[config.mk]
export PLATFORM = sky130hd
export DESIGN_NAME = svo_status_out
export DESIGN_NICKNAME = d
export VERILOG_FILES = /design/src/pkg/svo_pkg.sv /design/src/design/svo_route.sv /design/src/design/svo_status_out.sv /design/src/design/svo_sync.sv
export SDC_FILE = /design/constraint.sdc
export NUM_CORES = 1
export LEC_CHECK = 0
export BUFFER_PORTS_ARGS = -buffer_cell sky130_fd_sc_hd__buf_2
export CORE_MARGIN = 10
export CORE_UTILIZATION = 30
export CTS_BUF_LIST = sky130_fd_sc_hd__clkbuf_4
export CTS_CLUSTER_DIAMETER = 100
export DETAILED_ROUTE_END_ITERATION = 7
export GPL_TIMING_DRIVEN = 1
export PLACE_DENSITY = 0.5
export SETUP_SLACK_MARGIN = 0.02
export SYNTH_ARGS = -nofsm -noshare
export SYNTH_HDL_FRONTEND = slang
export SYNTH_SLANG_ARGS = --single-unit
[constraint.sdc]
create_clock -name core_clk -period 5 [get_ports core_clk]
set_input_delay 0.25 -clock core_clk [delete_from_list [all_inputs] [get_ports core_clk]]
set_output_delay 0.25 -clock core_clk [all_outputs]
set_load 0.03 [all_outputs]
[src/pkg/svo_pkg.sv]
`default_nettype none
package svo_pkg;

  // Control mode of the amplifier, supplied by the control core.
  typedef enum logic [1:0] {
    MODE_SPEED    = 2'b00,
    MODE_POSITION = 2'b01,
    MODE_TORQUE   = 2'b10
  } svo_mode_t;

  localparam int NUM_CIRCUITS = 3;
  localparam int NUM_ROUTED   = 5;
  localparam int ROUTE_W      = 4;

  // Register byte addresses.
  localparam logic [7:0] ADDR_ROT_LEVEL  = 8'h00;
  localparam logic [7:0] ADDR_OUT_SEL1   = 8'h04;
  localparam logic [7:0] ADDR_OUT_SEL2   = 8'h08;
  localparam logic [7:0] ADDR_OUT_SEL3   = 8'h0c;
  localparam logic [7:0] ADDR_NEAR_WIDTH = 8'h10;
  localparam logic [7:0] ADDR_CODE_SEL   = 8'h14;
  localparam logic [7:0] ADDR_STATUS     = 8'h18;
  localparam logic [7:0] ADDR_IRQ_STAT   = 8'h1c;
  localparam logic [7:0] ADDR_IRQ_CLEAR  = 8'h20;
  localparam logic [7:0] ADDR_IRQ_ENABLE = 8'h24;

  // Reset values and accepted ranges of the settings.
  localparam logic [13:0] ROT_LEVEL_RST  = 14'h0014;
  localparam logic [13:0] ROT_LEVEL_MIN  = 14'h0001;
  localparam logic [13:0] ROT_LEVEL_MAX  = 14'h2710;
  localparam logic [15:0] OUT_SEL1_RST   = 16'h3211;
  localparam logic [15:0] OUT_SEL2_RST   = 16'h0000;
  localparam logic [15:0] OUT_SEL3_RST   = 16'h0000;
  localparam logic [7:0]  NEAR_WIDTH_RST = 8'h07;
  localparam logic [7:0]  NEAR_WIDTH_MIN = 8'h01;
  localparam logic [7:0]  NEAR_WIDTH_MAX = 8'hfa;
  localparam logic        CODE_SEL_RST   = 1'b0;

  // Routing field positions.
  localparam int SEL1_POSDONE_LSB = 0;
  localparam int SEL1_SPDMATCH_LSB = 4;
  localparam int SEL1_RUNNING_LSB = 8;
  localparam int SEL1_READY_LSB   = 12;
  localparam int SEL2_WARN_LSB    = 12;
  localparam int SEL3_NEAR_LSB    = 0;

  // Status and interrupt bit positions.
  localparam int ST_RUNNING = 0;
  localparam int ST_READY   = 1;
  localparam int ST_WARN    = 2;
  localparam int ST_NEAR    = 3;
  localparam int ST_CIRC    = 4;
  localparam int IRQ_W      = 4;

  // True when a routing field selects the given output circuit (1 to 3).
  function automatic logic routeHit(input logic [3:0] field, input int circuit);
    routeHit = (field == 4'(circuit));
  endfunction

endpackage
`default_nettype wire
[src/design/svo_route.sv]
`timescale 1ns/1ps
`default_nettype none
module svo_route #(
  parameter int NSIG = 5,
  parameter int NCIR = 3
) (
  // Active-high status signals and their routing fields.
  input  wire logic [NSIG-1:0]      sigOn,
  input  wire logic [NSIG-1:0][3:0] route,
  // Active-high state of each output circuit.
  output var  logic [NCIR-1:0]      circuitOn
);
  import svo_pkg::*;

  // A field value of 0 or above the circuit count routes nowhere.
  for (genvar c = 0; c < NCIR; c++) begin : g_circ
    logic [NSIG-1:0] hit;
    for (genvar s = 0; s < NSIG; s++) begin : g_sig
      assign hit[s] = routeHit(route[s], c + 1);
    end
    assign circuitOn[c] = |(sigOn & hit);
  end

endmodule
`default_nettype wire

[src/design/svo_status_out.sv]
// Function
// Running output low while motor speed exceeds the rotation level, any mode.
// Rotation level setting 1 to 10000 rpm, reset value 20.
// Running is also shown on status display and speed monitor view.
// First output selection resets to 3211, running routed to circuit two.
// Ready only with no alarm and main circuit power on.
// With absolute encoder, ready also needs data request high and data sent.
// Warning active low during overload or regenerative overload warning.
// Warning route field: 0 none, 1 to 3 picks circuit; reset 0000.
// Signals sharing one output circuit are ORed.
// Code select 0 gives alarm codes only; 1 adds warnings, alarm first.
// Overload drives first code bit low, regen overload the second; with both active the code drives only the first bit low.
// In position control, near active while position error below near width.
// Near output unrouted until its field picks a circuit; reset 0000.
// Near width setting 1 to 250 reference units, reset value 7.
// Software should set near width above positioning completed width.
// Comparisons run once per control cycle; outputs come from registers.
`timescale 1ns/1ps
`default_nettype none
module svo_status_out (
  // Clock, reset and clock enable.
  input  wire logic                   core_clk,
  input  wire logic                   rstn,
  input  wire logic                   ce,
  // APB slave.
  input  wire logic                   psel,
  input  wire logic                   penable,
  input  wire logic                   pwrite,
  input  wire logic [7:0]             paddr,
  input  wire logic [31:0]            pwdata,
  output var  logic [31:0]            prdata,
  output var  logic                   pready,
  output var  logic                   pslverr,
  // Control core status.
  input  wire logic                   controlTick,
  input  wire svo_pkg::svo_mode_t     controlMode,
  input  wire logic [15:0]            motorSpeed,
  input  wire logic [15:0]            posError,
  input  wire logic                   positioningDoneIn,
  input  wire logic                   speedMatchIn,
  input  wire logic                   alarmActive,
  input  wire logic [2:0]             alarmCode,
  input  wire logic                   mainPowerOn,
  input  wire logic                   overloadWarn,
  input  wire logic                   regenWarn,
  input  wire logic                   absEncoderFitted,
  input  wire logic                   absDataSent,
  // Pin from the host.
  input  wire logic                   absDataRequest,
  // Sequence outputs, active low.
  output var  logic [2:0]             circuitOutN,
  output var  logic                   codeBitFirstN,
  output var  logic                   codeBitSecondN,
  output var  logic                   codeBitThirdN,
  // Display indications and interrupt.
  output var  logic                   statusDisplayRun,
  output var  logic                   speedMonitorRun,
  output var  logic                   irq
);
  import svo_pkg::*;

  // Settings.
  logic [13:0]       rotLevel_q;
  logic [15:0]       outSel1_q;
  logic [15:0]       outSel2_q;
  logic [15:0]       outSel3_q;
  logic [7:0]        nearWidth_q;
  logic              codeSel_q;
  logic [IRQ_W-1:0]  irqStat_q;
  logic [IRQ_W-1:0]  irqEn_q;

  // Status levels.
  logic              runningOn_q;
  logic              readyOn_q;
  logic              warnOn_q;
  logic              nearOn_q;
  logic              absReqSync;

  // Bus decode.
  wire logic         setupPhase = psel && !penable;
  wire logic         wrCommit   = psel && penable && pready && pwrite;
  wire logic         addrHit    = (paddr == ADDR_ROT_LEVEL) || (paddr == ADDR_OUT_SEL1) ||
                                  (paddr == ADDR_OUT_SEL2) || (paddr == ADDR_OUT_SEL3) ||
                                  (paddr == ADDR_NEAR_WIDTH) || (paddr == ADDR_CODE_SEL) ||
                                  (paddr == ADDR_STATUS) || (paddr == ADDR_IRQ_STAT) ||
                                  (paddr == ADDR_IRQ_CLEAR) || (paddr == ADDR_IRQ_ENABLE);
  wire logic         wrRot      = wrCommit && (paddr == ADDR_ROT_LEVEL);
  wire logic         wrSel1     = wrCommit && (paddr == ADDR_OUT_SEL1);
  wire logic         wrSel2     = wrCommit && (paddr == ADDR_OUT_SEL2);
  wire logic         wrSel3     = wrCommit && (paddr == ADDR_OUT_SEL3);
  wire logic         wrNear     = wrCommit && (paddr == ADDR_NEAR_WIDTH);
  wire logic         wrCode     = wrCommit && (paddr == ADDR_CODE_SEL);
  wire logic         wrClear    = wrCommit && (paddr == ADDR_IRQ_CLEAR);
  wire logic         wrEnable   = wrCommit && (paddr == ADDR_IRQ_ENABLE);

  // Out-of-range setting writes are ignored and the old value stays.
  wire logic         rotValid   = (pwdata[31:14] == 18'h00000) &&
                                  (pwdata[13:0] >= ROT_LEVEL_MIN) &&
                                  (pwdata[13:0] <= ROT_LEVEL_MAX);
  wire logic         nearValid  = (pwdata[31:8] == 24'h000000) &&
                                  (pwdata[7:0] >= NEAR_WIDTH_MIN) &&
                                  (pwdata[7:0] <= NEAR_WIDTH_MAX);

  // Comparators, sampled only on the control tick.
  wire logic         speedAbove = motorSpeed > {2'h0, rotLevel_q};
  wire logic         errInside  = posError < {8'h00, nearWidth_q};
  wire logic         posMode    = (controlMode == MODE_POSITION);
  wire logic         runningOn_d = controlTick ? speedAbove : runningOn_q;
  wire logic         nearOn_d    = controlTick ? (posMode && errInside) : nearOn_q;

  // Ready and warning conditions.
  wire logic         absReady   = !absEncoderFitted || (absReqSync && absDataSent);
  wire logic         readyOn_d  = !alarmActive && mainPowerOn && absReady;
  wire logic         warnOn_d   = overloadWarn || regenWarn;

  // Mode-dependent coincidence signals sharing the first routing fields.
  wire logic         posDoneEff  = (controlMode == MODE_TORQUE) ||
                                   (posMode && positioningDoneIn);
  wire logic         spdMatchEff = (controlMode == MODE_TORQUE) ||
                                   ((controlMode == MODE_SPEED) && speedMatchIn);

  // Routing of status levels onto output circuits.
  logic [NUM_ROUTED-1:0]      routeSig;
  logic [NUM_ROUTED-1:0][3:0] routeSel;
  logic [NUM_CIRCUITS-1:0]    circuitOn;

  assign routeSig = {nearOn_q, warnOn_q, readyOn_q, runningOn_q,
                     posDoneEff | spdMatchEff};
  assign routeSel[0] = (controlMode == MODE_SPEED) ?
                       outSel1_q[SEL1_SPDMATCH_LSB +: ROUTE_W] :
                       outSel1_q[SEL1_POSDONE_LSB +: ROUTE_W];
  assign routeSel[1] = outSel1_q[SEL1_RUNNING_LSB +: ROUTE_W];
  assign routeSel[2] = outSel1_q[SEL1_READY_LSB +: ROUTE_W];
  assign routeSel[3] = outSel2_q[SEL2_WARN_LSB +: ROUTE_W];
  assign routeSel[4] = outSel3_q[SEL3_NEAR_LSB +: ROUTE_W];

  // Warning code outputs, active high before the output inversion.
  wire logic [2:0]   warnCode   = overloadWarn ? 3'h1 : (regenWarn ? 3'h2 : 3'h0);
  wire logic [2:0]   codeOn     = alarmActive ? alarmCode :
                                  (codeSel_q ? warnCode : 3'h0);

  // Interrupt events: running and near rising, ready falling, warning rising.
  wire logic [IRQ_W-1:0] irqEvent = {nearOn_d & ~nearOn_q,
                                     warnOn_d & ~warnOn_q,
                                     ~readyOn_d & readyOn_q,
                                     runningOn_d & ~runningOn_q};
  wire logic [IRQ_W-1:0] irqClr   = wrClear ? pwdata[IRQ_W-1:0] : '0;
  wire logic [IRQ_W-1:0] irqStat_d = irqEvent | (irqStat_q & ~irqClr);

  wire logic [31:0]  statusWord = {25'h0000000, ~circuitOutN,
                                   nearOn_q, warnOn_q, readyOn_q, runningOn_q};
  logic [31:0]       readData;

  always_comb begin
    readData = 32'h00000000;
    unique case (paddr)
      ADDR_ROT_LEVEL:  readData = {18'h00000, rotLevel_q};
      ADDR_OUT_SEL1:   readData = {16'h0000, outSel1_q};
      ADDR_OUT_SEL2:   readData = {16'h0000, outSel2_q};
      ADDR_OUT_SEL3:   readData = {16'h0000, outSel3_q};
      ADDR_NEAR_WIDTH: readData = {24'h000000, nearWidth_q};
      ADDR_CODE_SEL:   readData = {31'h00000000, codeSel_q};
      ADDR_STATUS:     readData = statusWord;
      ADDR_IRQ_STAT:   readData = {28'h0000000, irqStat_q};
      ADDR_IRQ_ENABLE: readData = {28'h0000000, irqEn_q};
      default:         readData = 32'h00000000;
    endcase
  end

  svo_sync #(
    .W (1)
  ) u_absReqSync (
    .core_clk (core_clk),
    .rstn     (rstn),
    .ce       (ce),
    .asyncIn  (absDataRequest),
    .syncOut  (absReqSync)
  );

  svo_route #(
    .NSIG (NUM_ROUTED),
    .NCIR (NUM_CIRCUITS)
  ) u_route (
    .sigOn     (routeSig),
    .route     (routeSel),
    .circuitOn (circuitOn)
  );

  // Bus answer: data is captured in the setup cycle, pready rises for the access.
  always_ff @(posedge core_clk or negedge rstn) begin
    if (!rstn) begin
      prdata  <= 32'h00000000;
      pready  <= 1'b0;
      pslverr <= 1'b0;
    end else if (ce) begin
      pready <= setupPhase;
      if (setupPhase) begin
        prdata  <= pwrite ? 32'h00000000 : readData;
        pslverr <= !addrHit;
      end
    end
  end

  // Settings written by software.
  always_ff @(posedge core_clk or negedge rstn) begin
    if (!rstn) begin
      rotLevel_q  <= ROT_LEVEL_RST;
      outSel1_q   <= OUT_SEL1_RST;
      outSel2_q   <= OUT_SEL2_RST;
      outSel3_q   <= OUT_SEL3_RST;
      nearWidth_q <= NEAR_WIDTH_RST;
      codeSel_q   <= CODE_SEL_RST;
      irqEn_q     <= '0;
    end else if (ce) begin
      if (wrRot && rotValid) rotLevel_q <= pwdata[13:0];
      if (wrSel1) outSel1_q <= pwdata[15:0];
      if (wrSel2) outSel2_q <= pwdata[15:0];
      if (wrSel3) outSel3_q <= pwdata[15:0];
      if (wrNear && nearValid) nearWidth_q <= pwdata[7:0];
      if (wrCode) codeSel_q <= pwdata[0];
      if (wrEnable) irqEn_q <= pwdata[IRQ_W-1:0];
    end
  end

  // Status levels.
  always_ff @(posedge core_clk or negedge rstn) begin
    if (!rstn) begin
      runningOn_q <= 1'b0;
      nearOn_q    <= 1'b0;
      readyOn_q   <= 1'b0;
      warnOn_q    <= 1'b0;
    end else if (ce) begin
      runningOn_q <= runningOn_d;
      nearOn_q    <= nearOn_d;
      readyOn_q   <= readyOn_d;
      warnOn_q    <= warnOn_d;
    end
  end

  // Registered pin and display outputs.
  always_ff @(posedge core_clk or negedge rstn) begin
    if (!rstn) begin
      circuitOutN      <= 3'h7;
      codeBitFirstN    <= 1'b1;
      codeBitSecondN   <= 1'b1;
      codeBitThirdN    <= 1'b1;
      statusDisplayRun <= 1'b0;
      speedMonitorRun  <= 1'b0;
    end else if (ce) begin
      circuitOutN      <= ~circuitOn;
      codeBitFirstN    <= ~codeOn[0];
      codeBitSecondN   <= ~codeOn[1];
      codeBitThirdN    <= ~codeOn[2];
      statusDisplayRun <= runningOn_q;
      speedMonitorRun  <= runningOn_q;
    end
  end

  // Interrupt status: a new event wins over a clear in the same cycle.
  always_ff @(posedge core_clk or negedge rstn) begin
    if (!rstn) begin
      irqStat_q <= '0;
      irq       <= 1'b0;
    end else if (ce) begin
      irqStat_q <= irqStat_d;
      irq       <= |(irqStat_d & irqEn_q);
    end
  end
endmodule
`default_nettype wire

[src/design/svo_sync.sv]
`timescale 1ns/1ps
`default_nettype none
module svo_sync #(
  parameter int W = 1
) (
  // Clock and reset.
  input  wire logic         core_clk,
  input  wire logic         rstn,
  input  wire logic         ce,
  // Asynchronous input and its synchronised copy.
  input  wire logic [W-1:0] asyncIn,
  output var  logic [W-1:0] syncOut
);

  logic [W-1:0] stage1_q;

  always_ff @(posedge core_clk or negedge rstn) begin
    if (!rstn) begin
      stage1_q <= '0;
      syncOut  <= '0;
    end else if (ce) begin
      stage1_q <= asyncIn;
      syncOut  <= stage1_q;
    end
  end

endmodule
`default_nettype wire

# Word level (Yosys, flattened, before mapping)
# Cells that the tools add are included.
[totals] inputBits=93 word_cells=143 regBits=127 output_inout_bits=43
[op_classes] n_lt_le_gt_ge=6 bitwise=21 reduce_logical=57 n_mux=10 eq_ne=26
[op_table] cell="one-hot mux 16 bit (9 select lines)" n=1
[op_table] cell="== test 4 x 2 -> 1 bit (second input constant)" n=10
[op_table] cell="== test 8 x 5 -> 1 bit (second input constant)" n=4
[op_table] cell="2-to-1 mux 32 bit" n=1
[op_table] cell="logical AND 1 bit" n=24
[op_table] cell="logical NOT 24 bit" n=1
[op_table] cell="== test 4 x 1 -> 1 bit (second input constant)" n=5
[op_table] cell="logical NOT 18 bit" n=1
[op_table] cell="== test 8 x 4 -> 1 bit (second input constant)" n=2
[op_table] cell="== test 8 x 6 -> 1 bit (second input constant)" n=2
[op_table] cell="greater-than comparator 16 x 14 -> 1 bit" n=1
[op_table] cell="< comparator 16 x 8 -> 1 bit" n=1
[op_table] cell="AND reduction 2 bit" n=8
[op_table] cell="bitwise AND 5 bit" n=3
[op_table] cell="OR reduction 5 bit" n=3
[op_table] cell=">= comparator 14 x 1 -> 1 bit (second input constant)" n=1
[op_table] cell="<= comparator 14 bit (second input constant)" n=1
[op_table] cell="logical OR 1 bit" n=13
[op_table] cell="bitwise AND 4 bit" n=2
[op_table] cell="== test 8 x 3 -> 1 bit (second input constant)" n=1
[op_table] cell=">= comparator 8 x 1 -> 1 bit (second input constant)" n=1
[op_table] cell="<= comparator 8 bit (second input constant)" n=1
[op_table] cell="logical NOT 8 bit" n=1
[op_table] cell="2-to-1 mux 4 bit" n=2
[op_table] cell="other kinds (14)" n=30

# Depth between registers and ports, before layout
# Gate-level depths: netlist (run 1).
[depth] depth_word=11 mapped_depth=8 ltp_nobuf=8

# Modules after synthesis
# From an unflattened synthesis (run 1), not the netlist that was laid out.
[unflattened] hier_cells=555 area_unflattened_um2=6157.2
[modules_own_cells] module="svo_status_out" area_per_inst_um2=5891.9 cells_each=524 n_inst=1 seq_area_each_um2=2747.6
[modules_own_cells] module="svo_route" area_per_inst_um2=192.7 cells_each=27 n_inst=1 seq_area_each_um2=0.0
[modules_own_cells] module="svo_sync" area_per_inst_um2=72.6 cells_each=4 n_inst=1 seq_area_each_um2=50.0

# Worst setup path before layout (run 1)
# Ideal clock, no wire load.
[synth_path] kind="register to register" start="register pready" end="register rotLevel_q[10]" synth_period_minus_slack_ps=2146 stages_incl_launch_ff=7 t_required_ps=4875 path_buffers=1 setup_time_ps=125 slack_ps=2854 arrival_ps=2021 cell_sequence="dfrtp_1 and3_1 nand3_1 nor3_1 nand4_2 buf_6 mux2_4"
[synth_via] elab_chain_cells=5
[synth_lines] item="start: declaration" line_no="svo_status_out.sv:32" text="output var logic pready,"
[synth_lines] item="start signal: assignment" line_no="svo_status_out.sv:196" text="pready <= setupPhase;"
[synth_lines] item="logical AND 1 bit (2 in a row)" line_no="svo_status_out.sv:81" text="wire logic wrCommit = psel && penable && pready && pwrite;"
[synth_lines] item="logical AND 1 bit" line_no="svo_status_out.sv:87" text="wire logic wrRot = wrCommit && (paddr == ADDR_ROT_LEVEL);"
[synth_lines] item="logical AND 1 bit" line_no="svo_status_out.sv:215" text="if (wrRot && rotValid) rotLevel_q <= pwdata[13:0];"
[synth_lines] item="AND reduction 2 bit (no line)"
[synth_lines] item="end signal: assignment" line_no="svo_status_out.sv:215"
[synth_lines] item="end: declaration" line_no="svo_status_out.sv:63" text="logic [13:0] rotLevel_q;"
# Every way passes these cells.
# A chain may end at the register's enable or synchronous reset.

# Worst setup path after layout (run 1)
# Ends and elaborated chain as after synthesis.

==> results.py, run 1 <==
metrics = {
    "floorplanning": {
        "die_width_um": 162.9,
        "fp.dieH_um": 162.9,
        "start_util_pct": 30.37,
        "ios": 136,
        "num_rows": 52,
        "core-area_mm2": 0.02017,
        "dieArea_mm2": 0.02653,
    },
    "detailed_routing": {
        "ant_nets": 0,
        "via_per_inst": 5.148,
        "drt-total-wl_um": 19530,
        "vias": 4911,
        "drtIter0Drc": 389,
        "wire_per_inst_um": 20.47,
        "dr.pass1.iters": 5,
        "drc": 0,
    },
    "layout": {
        "regArea_mm2": 0.002798,
        "final_cells": 954,
        "design_area_mm2": 0.007061,
        "layout.nets": 791,
        "multi_input_area_mm2": 0.003012,
        "area_growth_pct": 15.28,
        "finish.utilization_pct": 35.01,
        "final.fill_count": 2093,
        "drive_above_1_share_pct": 36.07,
    },
    "setup_path": {
        "worstSetupPathType": "flip-flop to flip-flop",
        "path_delay_family": "simple AND/OR/NAND/NOR gates",
        "required_ns": 5.39,
        "cp_max_fo": 13,
        "crit_path_end_kind": "flip-flop",
        "crit_slowest_cell": "nor3_1",
        "worst_ep_arrival_time_ns": 3.25,
        "r2r-start": "pready",
        "critPathLaunch": "pready",
        "crit_path_max_incr_delay_ns": 0.72,
        "crit_buf_inv": 0,
        "critical_path.cell_chain": "and3_1, nand3_1, nor3_1, nand4_2, mux2_4",
        "start_kind": "flip-flop",
    },
    "clock_tree": {
        "clock_path_buffers": 2,
        "cts_setup_buffers": 0,
        "cts_made_buffers": 9,
        "cts_tree": "yes",
        "cts_resized": 0,
        "cts_root_buffer": "clkbuf_4",
        "clk_pin_slew_ns": 0.16,
        "clk_latency_ns": 0.50,
        "clock_sinks": 111,
        "htree_levels": 3,
    },
    "synth": {
        "synth-seq-cells": 111,
        "netlist_area_mm2": 0.006125,
        "synthAdderAreaFrac_pct": 4.290,
        "synth_top_family_by_area": "multiplexers",
        "yosysUniqueCellTypes": 71,
        "seq_area_frac_synth_pct": 45.68,
        "synth_xor_area_share_pct": 0,
        "muxShareOfSynthArea_pct": 16.85,
        "avgSynthCellArea_um2": 10.88,
        "netlist_instances": 563,
        "synthArstFlopShare_pct": 100.0,
        "yosysWarnings": 0,
        "synth_simple_gate_area_share_pct": 14.03,
        "synth_compound_area_share_pct": 13.01,
        "yosysTopAreaCellShare_pct": 38.82,
        "yosys-top-cells-area": "dfrtp_1 39%, mux2_2 13%, dfstp_2 6.9%",
        "synthFlopType": "dfrtp_1",
        "synth_edf_count": 0,
        "synth_area_leader_cell": "dfrtp_1",
    },
    "sta": {
        "worst_slew_pin_slew_ns": 0.9927,
        "rsz0062_at_grt": "no",
        "period_share_pct": 57.10,
        "fin_crit_ns": 2.855,
        "finalSetupViolCount": 0,
        "tns_ns": 0,
        "final_max_slew_viol_count": 0,
        "fmax_ghz": 0.3503,
        "fin_skew_ns": 0.01864,
        "fin_ws_ns": 2.145,
        "max_slew_margin_pct": 33.57,
        "hold_violations": 0,
    },
    "place": {
        "globalplace.congestion": 0.8626,
        "dpl_cell_area_mm2": 0.006877,
        "dp_slack_ns": 2.010,
        "place_hpwl_um": 15380,
        "port_buffers": 119,
        "dpl.cell_count": 930,
    },
    "job": {
        "maxCapViolations": 0,
    },
    "power_and_ir_drop": {
        "leakagePower_uw": 0.003265,
        "power_density_mw_per_mm2": 220.3,
        "ir_drop_uv": 89.42,
    },
    "global_routing": {
        "grt_antenna_before_repair": 2,
        "grt_overflow": 0,
        "gr-usage-all-layers_pct": 14.62,
        "grt_max_degree": 77,
        "grt_pass1_vias": 5089,
        "grt_pass1_wl_um": 29980,
    },
    "min_path": {
        "hold_path.class": "input port to flip-flop",
        "min_from": "overloadWarn",
    },
    "outcome": {
        "outcome": "finished, final reports clean",
    },
}
[sequential cells by signal, indices dropped and copies added, names as in the netlist, 3 cells and up]
register and flops:
nearWidth_q 8, outSel2_q 16, prdata 16, irqStat_q 4, rotLevel_q 14, outSel1_q 16
outSel3_q 16, irqEn_q 4, circuitOutN 3
[layer usage]
metal	routed length, um	global-route usage (%)	vias to the layer above	share of wire (%)
met1	9160	20.01	2441	47
met2	9010	23.17	166	46
met5	0	0	-	0
met4	328	4.713	0	1.7
met3	1031	2.149	20	5.3
li1	-	-	2284	-
[final cells by class]
type | count | share of cell area [%]
tap | 270 | 4.785
clock buffer | 13 | 1.382
clock inverter | 3 | 0.3013
multi-input combinational | 398 | 42.65
timing repair buffer | 128 | 9.640
antenna | 2 | 0.07088
inverter | 29 | 1.542
sequential | 111 | 39.62
[worst paths after layout]
kind	to	slack (ns)	depth (start not counted)
min reg2reg	codeBitFirstN	0.48	2
max reg2reg	rotLevel_q[10]	2.15	5
min in group asynchronous	u_absReqSync.syncOut	0.40	2
min	warnOn_q	0.05	3
max in group asynchronous	rotLevel_q[2]	3.52	3
max	rotLevel_q[10]	2.15	5
[metrics by stage]
stage               total power [uW]  hold slack (ns)
global route                    1623          0.03647
CTS                             1572          0.01555
global placement                1139           0.4052
finish                          1555          0.04737
floorplan                       1051         -0.04559
detailed placement              1144           0.4134
[synthesized netlist by cell type (all sizes together) (3+ instances only)]
library cell,n
dfrtp,95
mux2,81
nand2,48
buf,33
inv,29
nor2,28
o21ai,27
ha,21
nor3,17
a21oi,16
dfstp,16
nand3,16
a22o,12
nor4,9
a21o,8
a221oi,8
a31oi,8
clkbuf,7
a22oi,6
mux2i,6
nand4,5
nor3b,5
or4,5
a222oi,4
nand3b,4
nand4b,4
nor4b,3
[what timing repair did]
item                                    CTS  global route
endpoints found under the setup margin    0             0
endpoints found under the hold margin    65             0
hold buffers                              6             0
[placed cells by master, fill, tap and decap left out, drive strengths merged, types with 5 or more instances in the layout]
cell	synthesis	layout
a21o	8	8
a21oi	16	16
a221oi	8	8
a22o	12	12
a22oi	6	6
a31oi	8	8
buf	33	122
clkbuf	7	13
conb	1	16
dfrtp	95	95
dfstp	16	16
dlygate4sd3	0	6
ha	21	21
inv	29	29
mux2	81	81
mux2i	6	6
nand2	48	48
nand3	16	16
nand4	5	5
nor2	28	28
nor3	17	17
nor3b	5	5
nor4	9	9
o21ai	27	27
or4	5	5
[where the power goes]
part	internal (uW)	switching, uW	total [uW]
logic	70.4	131	202
clock network	126	299	425
registers	915	13.7	929
total	1110	444	1560
[worst reg2reg max path, stage by stage, from the launching register on]
cell and delay (ns):
dfrtp_1 0.40, and3_1 0.22, nand3_1 0.35, nor3_1 0.73
nand4_2 0.59, mux2_4 0.47
[cell families (layout without fill, tap and decap cells)]
kind of cell / Yosys count / after routing
multiplexers: 88 / 88
AO/OA/AOI/OAI: 114 / 114
AND/OR/NAND/NOR: 159 / 159
flip-flops: 111 / 111
other: 1 / 18
adder cells (fa/ha/maj): 21 / 21
buffers and inverters: 69 / 173
Power figures use the tool's default switching activity.
==> run 2, diff against run 1 <==
==> constraint.sdc (replaced) <==
create_clock -name core_clk -period 3 [get_ports core_clk]
set_input_delay 0.15 -clock core_clk [delete_from_list [all_inputs] [get_ports core_clk]]
set_output_delay 0.15 -clock core_clk [all_outputs]
set_load 0.03 [all_outputs]
==> run 2 against run 1 <==
Effect of this change:
- utilization is 1.4 points higher
- clock power increased by 93%
- count of clock-buffer cells in the layout is 3 lower
- total power grew 76%
- largest cell class unchanged
- highest routed layer is now met5
==> results.py, run 2 (synthesis gave the netlist of run 1 again) <==
metrics = {
    "outcome": {
        "outcome": "finished, final reports clean",
    },
    "power_and_ir_drop": {
        "total_power_uw": 2730,
        "leakagePower_uw": 0.003399,
        "power_density_mw_per_mm2": 372.1,
        "ir_drop_uv": 164.8,
    },
    "place": {
        "dpl_cell_area_mm2": 0.006964,
        "globalplace.congestion": 0.8768,
        "port_buffers": 119,
        "place_hpwl_um": 15540,
    },
    "setup_path": {
        "setup.worst_path.end": "rotLevel_q[10]",
        "required_ns": 3.41,
        "r2r_slack_ns": 0.39,
        "cp_max_fo": 13,
        "worstSetupPathType": "flip-flop to flip-flop",
        "crit_path_end_kind": "flip-flop",
        "rr_endpoint": "rotLevel_q[10]",
        "r2r-start": "pready",
        "start_kind": "flip-flop",
        "critPathLaunch": "pready",
        "ff2ff_path_depth": 5,
        "worst_ep_arrival_time_ns": 3.03,
    },
    "sta": {
        "fin_hold_ws_ns": 0.02752,
        "final_max_slew_viol_count": 0,
        "tns_ns": 0,
        "finalSetupViolCount": 0,
        "fmax_ghz": 0.3828,
        "period_share_pct": 87.07,
        "fin_crit_ns": 2.612,
        "fin_skew_ns": 0.01763,
        "worst_slew_pin_slew_ns": 0.7093,
        "max_slew_margin_pct": 52.71,
        "hold_violations": 0,
        "rsz0062_at_grt": "no",
    },
    "floorplanning": {
        "die_width_um": 162.9,
        "core-area_mm2": 0.02017,
        "fp.dieH_um": 162.9,
        "ios": 136,
        "start_util_pct": 30.37,
        "num_rows": 52,
        "dieArea_mm2": 0.02653,
    },
    "clock_tree": {
        "cts_setup_buffers": 0,
        "cts_root_buffer": "clkbuf_4",
        "clock_sinks": 111,
        "cts_made_buffers": 9,
        "clk_latency_ns": 0.51,
        "clock_path_buffers": 2,
        "cts_tree": "yes",
        "clk_pin_slew_ns": 0.17,
        "htree_levels": 3,
    },
    "detailed_routing": {
        "drtIter0Drc": 281,
        "wire_per_inst_um": 20.64,
        "ant_nets": 0,
        "drt-total-wl_um": 20230,
        "via_per_inst": 5.108,
        "drc": 0,
        "dr.pass1.iters": 5,
        "vias": 5006,
    },
    "layout": {
        "final_common_cell": "buf_2",
        "layout.nets": 816,
        "design_area_mm2": 0.007336,
        "final_cell_mix": "118 x buf_2, 95 x dfrtp_1, 69 x mux2_2, 48 x nand2_1, 29 x inv_1",
        "final.fill_count": 2078,
        "area_growth_pct": 19.78,
        "drive_above_1_share_pct": 36.35,
    },
    "global_routing": {
        "grt_overflow": 0,
        "grt_pass1_wl_um": 30730,
        "grt_antenna_before_repair": 3,
        "grt_max_degree": 63,
        "gr-usage-all-layers_pct": 14.97,
        "grt_pass1_vias": 5274,
    },
    "min_path": {
        "hold_path.class": "input port to flip-flop",
    },
    "job": {
        "maxCapViolations": 0,
    },
}
run 2: changes by cell type in the layout (fill, tap and decap cells not counted):
cell,delta
diode_2,+1
dlygate4sd3_1,+15
buf_12,+1
clkbuf_4,-3
inv_8,+2
buf_4,+9
bufinv_16,+1
clkinv_1,-1
clkinv_4,+1
run 2: power breakdown:
part           internal (uW)  switching, uW  total [uW]
Combinational            136            224         360
Sequential              1530           23.0        1550
Clock                    280            541         821
run 2: area by class of cell:
class	instances	area [um2]	share of cell area, %
diodes	3	7.507	0.1023
clock buffers	10	75.07	1.023
clock inverters	6	78.83	1.075
inverters	29	108.9	1.484
multi-input cells	398	3012	41.05
flip-flops and latches	111	2798	38.14
well taps	270	337.8	4.605
repair buffers	153	918.4	12.52
run 2: what timing repair did:
action,in CTS,in global routing
hold buffers,21,0
endpoints found under the hold margin,91,0
gates resized for setup,0,0
run 2: per-stage QoR:
step                      utilization [%]  instances  setup WS [ns]
after global placement              34.53        940         0.5267
after CTS                           36.33        977         0.3718
after floorplan                         -        578         0.8539
after global routing                36.37        980         0.2454
after detailed placement            34.53        940         0.3886
final                               36.37        980         0.3878
run 2: worst min-delay path by stage:
stage / start / endpoint / slack [ns] / cells after the start
final: alarmCode[1] / codeBitSecondN / 0.03 / 3
after global routing: pwdata[5] / rotLevel_q[5] / 0.03 / 2
after CTS: alarmCode[1] / codeBitSecondN / 0.004 / 3
after detailed placement: rstn / irqStat_q[2] / 0.24 / 1
after global placement: rstn / u_absReqSync.syncOut / 0.23 / 1
after floorplan: rstn / codeSel_q / -0.15 / 0
run 2: critical path, cell delays in order, from the launching register on:
cell     delay (ns)
dfrtp_1        0.41
and3_1         0.21
nand3_1        0.32
nor3_1         0.54
nand4_2        0.56
mux2_4         0.47
run 2: routing by layer:
metal / vias to the layer above / wire length [um] / global-route usage (%)
li1: 2342 / - / -
met3: 18 / 1163 / 2.907
met4: 2 / 256 / 5.000
met1: 2497 / 9227 / 19.50
met5: - / 13 / 0
met2: 147 / 9568 / 24.32
==> run 3, diff against run 2 <==
--- a/config.mk
+++ b/config.mk
@@ -8,8 +8,9 @@
 export BUFFER_PORTS_ARGS = -buffer_cell sky130_fd_sc_hd__buf_2
 export CORE_MARGIN = 10
 export CORE_UTILIZATION = 30
-export CTS_BUF_LIST = sky130_fd_sc_hd__clkbuf_4
+export CTS_BUF_LIST = sky130_fd_sc_hd__clkbuf_4 sky130_fd_sc_hd__clkbuf_8
 export CTS_CLUSTER_DIAMETER = 100
+export CTS_CLUSTER_SIZE = 12
 export DETAILED_ROUTE_END_ITERATION = 7
 export GPL_TIMING_DRIVEN = 1
 export PLACE_DENSITY = 0.5
==> run 3 against run 2 <==
Effect of this change:
- global-route usage fell by 0.18 points
- cell count shrank 1.9%
- sequential cell count is the same
- count of clock-buffer cells in the layout is the same
- routed wire length decreased by 1.2%
- sequential share of layout area is 0.63 points higher
- critical path type unchanged
- critical endpoint unchanged
==> results.py, run 3 (synthesis gave the netlist of run 1 again) <==
metrics = {
    "outcome": {
        "outcome": "finished, final reports clean",
    },
    "sta": {
        "fin_skew_ns": 0.01152,
        "period_share_pct": 87.24,
        "rsz0062_at_grt": "no",
        "fmax_ghz": 0.3821,
        "worst_slew_pin_slew_ns": 0.7573,
        "fin_ws_ns": 0.3829,
        "final_max_slew_viol_count": 0,
        "tns_ns": 0,
        "finalSetupViolCount": 0,
        "hold_violations": 0,
        "fin_crit_ns": 2.617,
        "max_slew_margin_pct": 49.51,
    },
    "setup_path": {
        "r2r-start": "pready",
        "critical_path.cell_chain": "and3_1, nand3_1, nor3_1, nand4_2, mux2_4",
        "crit_slowest_cell": "nand4_2",
        "path_delay_family": "simple AND/OR/NAND/NOR gates",
        "crit_path_end_kind": "flip-flop",
        "required_ns": 3.28,
        "crit_buf_inv": 0,
        "worst_ep_arrival_time_ns": 2.90,
        "critPathLaunch": "pready",
        "cp_max_fo": 13,
        "worstSetupPathType": "flip-flop to flip-flop",
        "start_kind": "flip-flop",
        "crit_path_max_incr_delay_ns": 0.57,
    },
    "power_and_ir_drop": {
        "p_sw_share_pct": 27.82,
        "combPwrFrac_pct": 12.0,
        "power.switching_uw": 792.9,
        "ir_drop_uv": 183.0,
        "internal_power_uw": 2057,
        "power.share.clock_pct": 33.7,
        "power_density_mw_per_mm2": 394.9,
        "seqPwrFrac_pct": 54.3,
        "leakagePower_uw": 0.003352,
    },
    "layout": {
        "drive_above_1_share_pct": 37.25,
        "final_cell_mix": "118 x buf_2, 95 x dfrtp_1, 69 x mux2_2, 48 x nand2_1, 29 x inv_1",
        "final_common_cell": "buf_2",
        "layout.nets": 799,
        "area_growth_pct": 17.83,
    },
    "floorplanning": {
        "num_rows": 52,
        "die_width_um": 162.9,
        "core-area_mm2": 0.02017,
        "fp.dieH_um": 162.9,
        "start_util_pct": 30.37,
        "ios": 136,
        "dieArea_mm2": 0.02653,
    },
    "job": {
        "maxCapViolations": 0,
    },
    "detailed_routing": {
        "drc": 0,
        "via_per_inst": 5.161,
        "wire_per_inst_um": 20.80,
        "drtIter0Drc": 296,
        "drt-total-wl_um": 19990,
        "ant_nets": 0,
        "vias": 4960,
        "dr.pass1.iters": 4,
    },
    "clock_tree": {
        "clock_sinks": 111,
        "clock_path_buffers": 2,
        "cts_root_buffer": "clkbuf_8",
        "htree_levels": 3,
        "clk_pin_slew_ns": 0.11,
        "clk_latency_ns": 0.39,
        "hold_buffers": 4,
        "cts_setup_buffers": 0,
        "cts_resized": 0,
        "cts_made_buffers": 9,
        "cts_tree": "yes",
    },
    "global_routing": {
        "grt_use_met1_pct": 19.43,
        "grt_pass1_wl_um": 30390,
        "use_met2_pct": 23.99,
        "grt_overflow": 0,
        "grt_antenna_before_repair": 1,
        "grt_max_degree": 63,
        "grtUsageMet3_pct": 2.679,
        "grt.busiest_layer": "met2",
        "gr-usage-all-layers_pct": 14.79,
        "grt_pass1_vias": 5205,
    },
    "place": {
        "dp_slack_ns": 0.3886,
        "place_hpwl_um": 15540,
        "port_buffers": 119,
        "globalplace.congestion": 0.8768,
    },
    "min_path": {
        "hold_path.class": "input port to flip-flop",
        "min_from": "pwdata[15]",
    },
}
[run 3: metrics by stage]
step	hold WS (ns)	utilization, %	cell area [um2]	instances	total power (uW)
3_3_place_gp	0.2336	34.53	6964	940	1909
4_1_cts	0.01062	35.77	7214	960	2888
6_report	0.03006	35.78	7217	961	2850
5_1_grt	0.03028	35.78	7217	961	2971
2_1_floorplan	-0.1456	-	6181	578	1751
3_5_place_dp	0.2449	34.53	6964	940	1915
[run 3: layout make-up]
class,count,area (um2)
Clock inverter,6,78.83
Fill cell,2084,12950
Clock buffer,10,131.4
Timing Repair Buffer,136,748.2
Sequential cell,111,2798
Inverter,29,108.9
Antenna cell,1,2.502
Multi-Input combinational cell,398,3012
Tap cell,270,337.8
[run 3: power groups by stage]
stage                     logic (uW)  clock network (uW)  registers, uW
after CTS                        346                 995           1550
after global placement           335                   0           1570
after global routing             375                1050           1550
after detailed placement         340                   0           1570
after floorplan                  165                   0           1590
final                            342                 961           1550
[run 3: layer usage]
metal | share of wire [%] | routed length, um
met2 | 47 | 9397
met4 | 1.4 | 278
met5 | 0 | 0
met3 | 6.1 | 1213
met1 | 46 | 9097
[run 3: worst paths after layout]
path                                          to  slack (ns)  cells after the start
hold reg to reg                    codeBitFirstN        0.48                      2
hold / removal                     outSel3_q[15]        0.03                      2
setup / recovery                  rotLevel_q[10]        0.38                      5
min in group asynchronous  u_absReqSync.stage1_q        0.34                      2
setup reg to reg                  rotLevel_q[10]        0.38                      5
max in group asynchronous          outSel1_q[13]        1.83                      3
[run 3: worst register-to-register path, cell delays in order (launching register included)]
cell	delay [ns]
dfrtp_1	0.38
and3_1	0.22
nand3_1	0.33
nor3_1	0.54
nand4_2	0.57
mux2_4	0.48
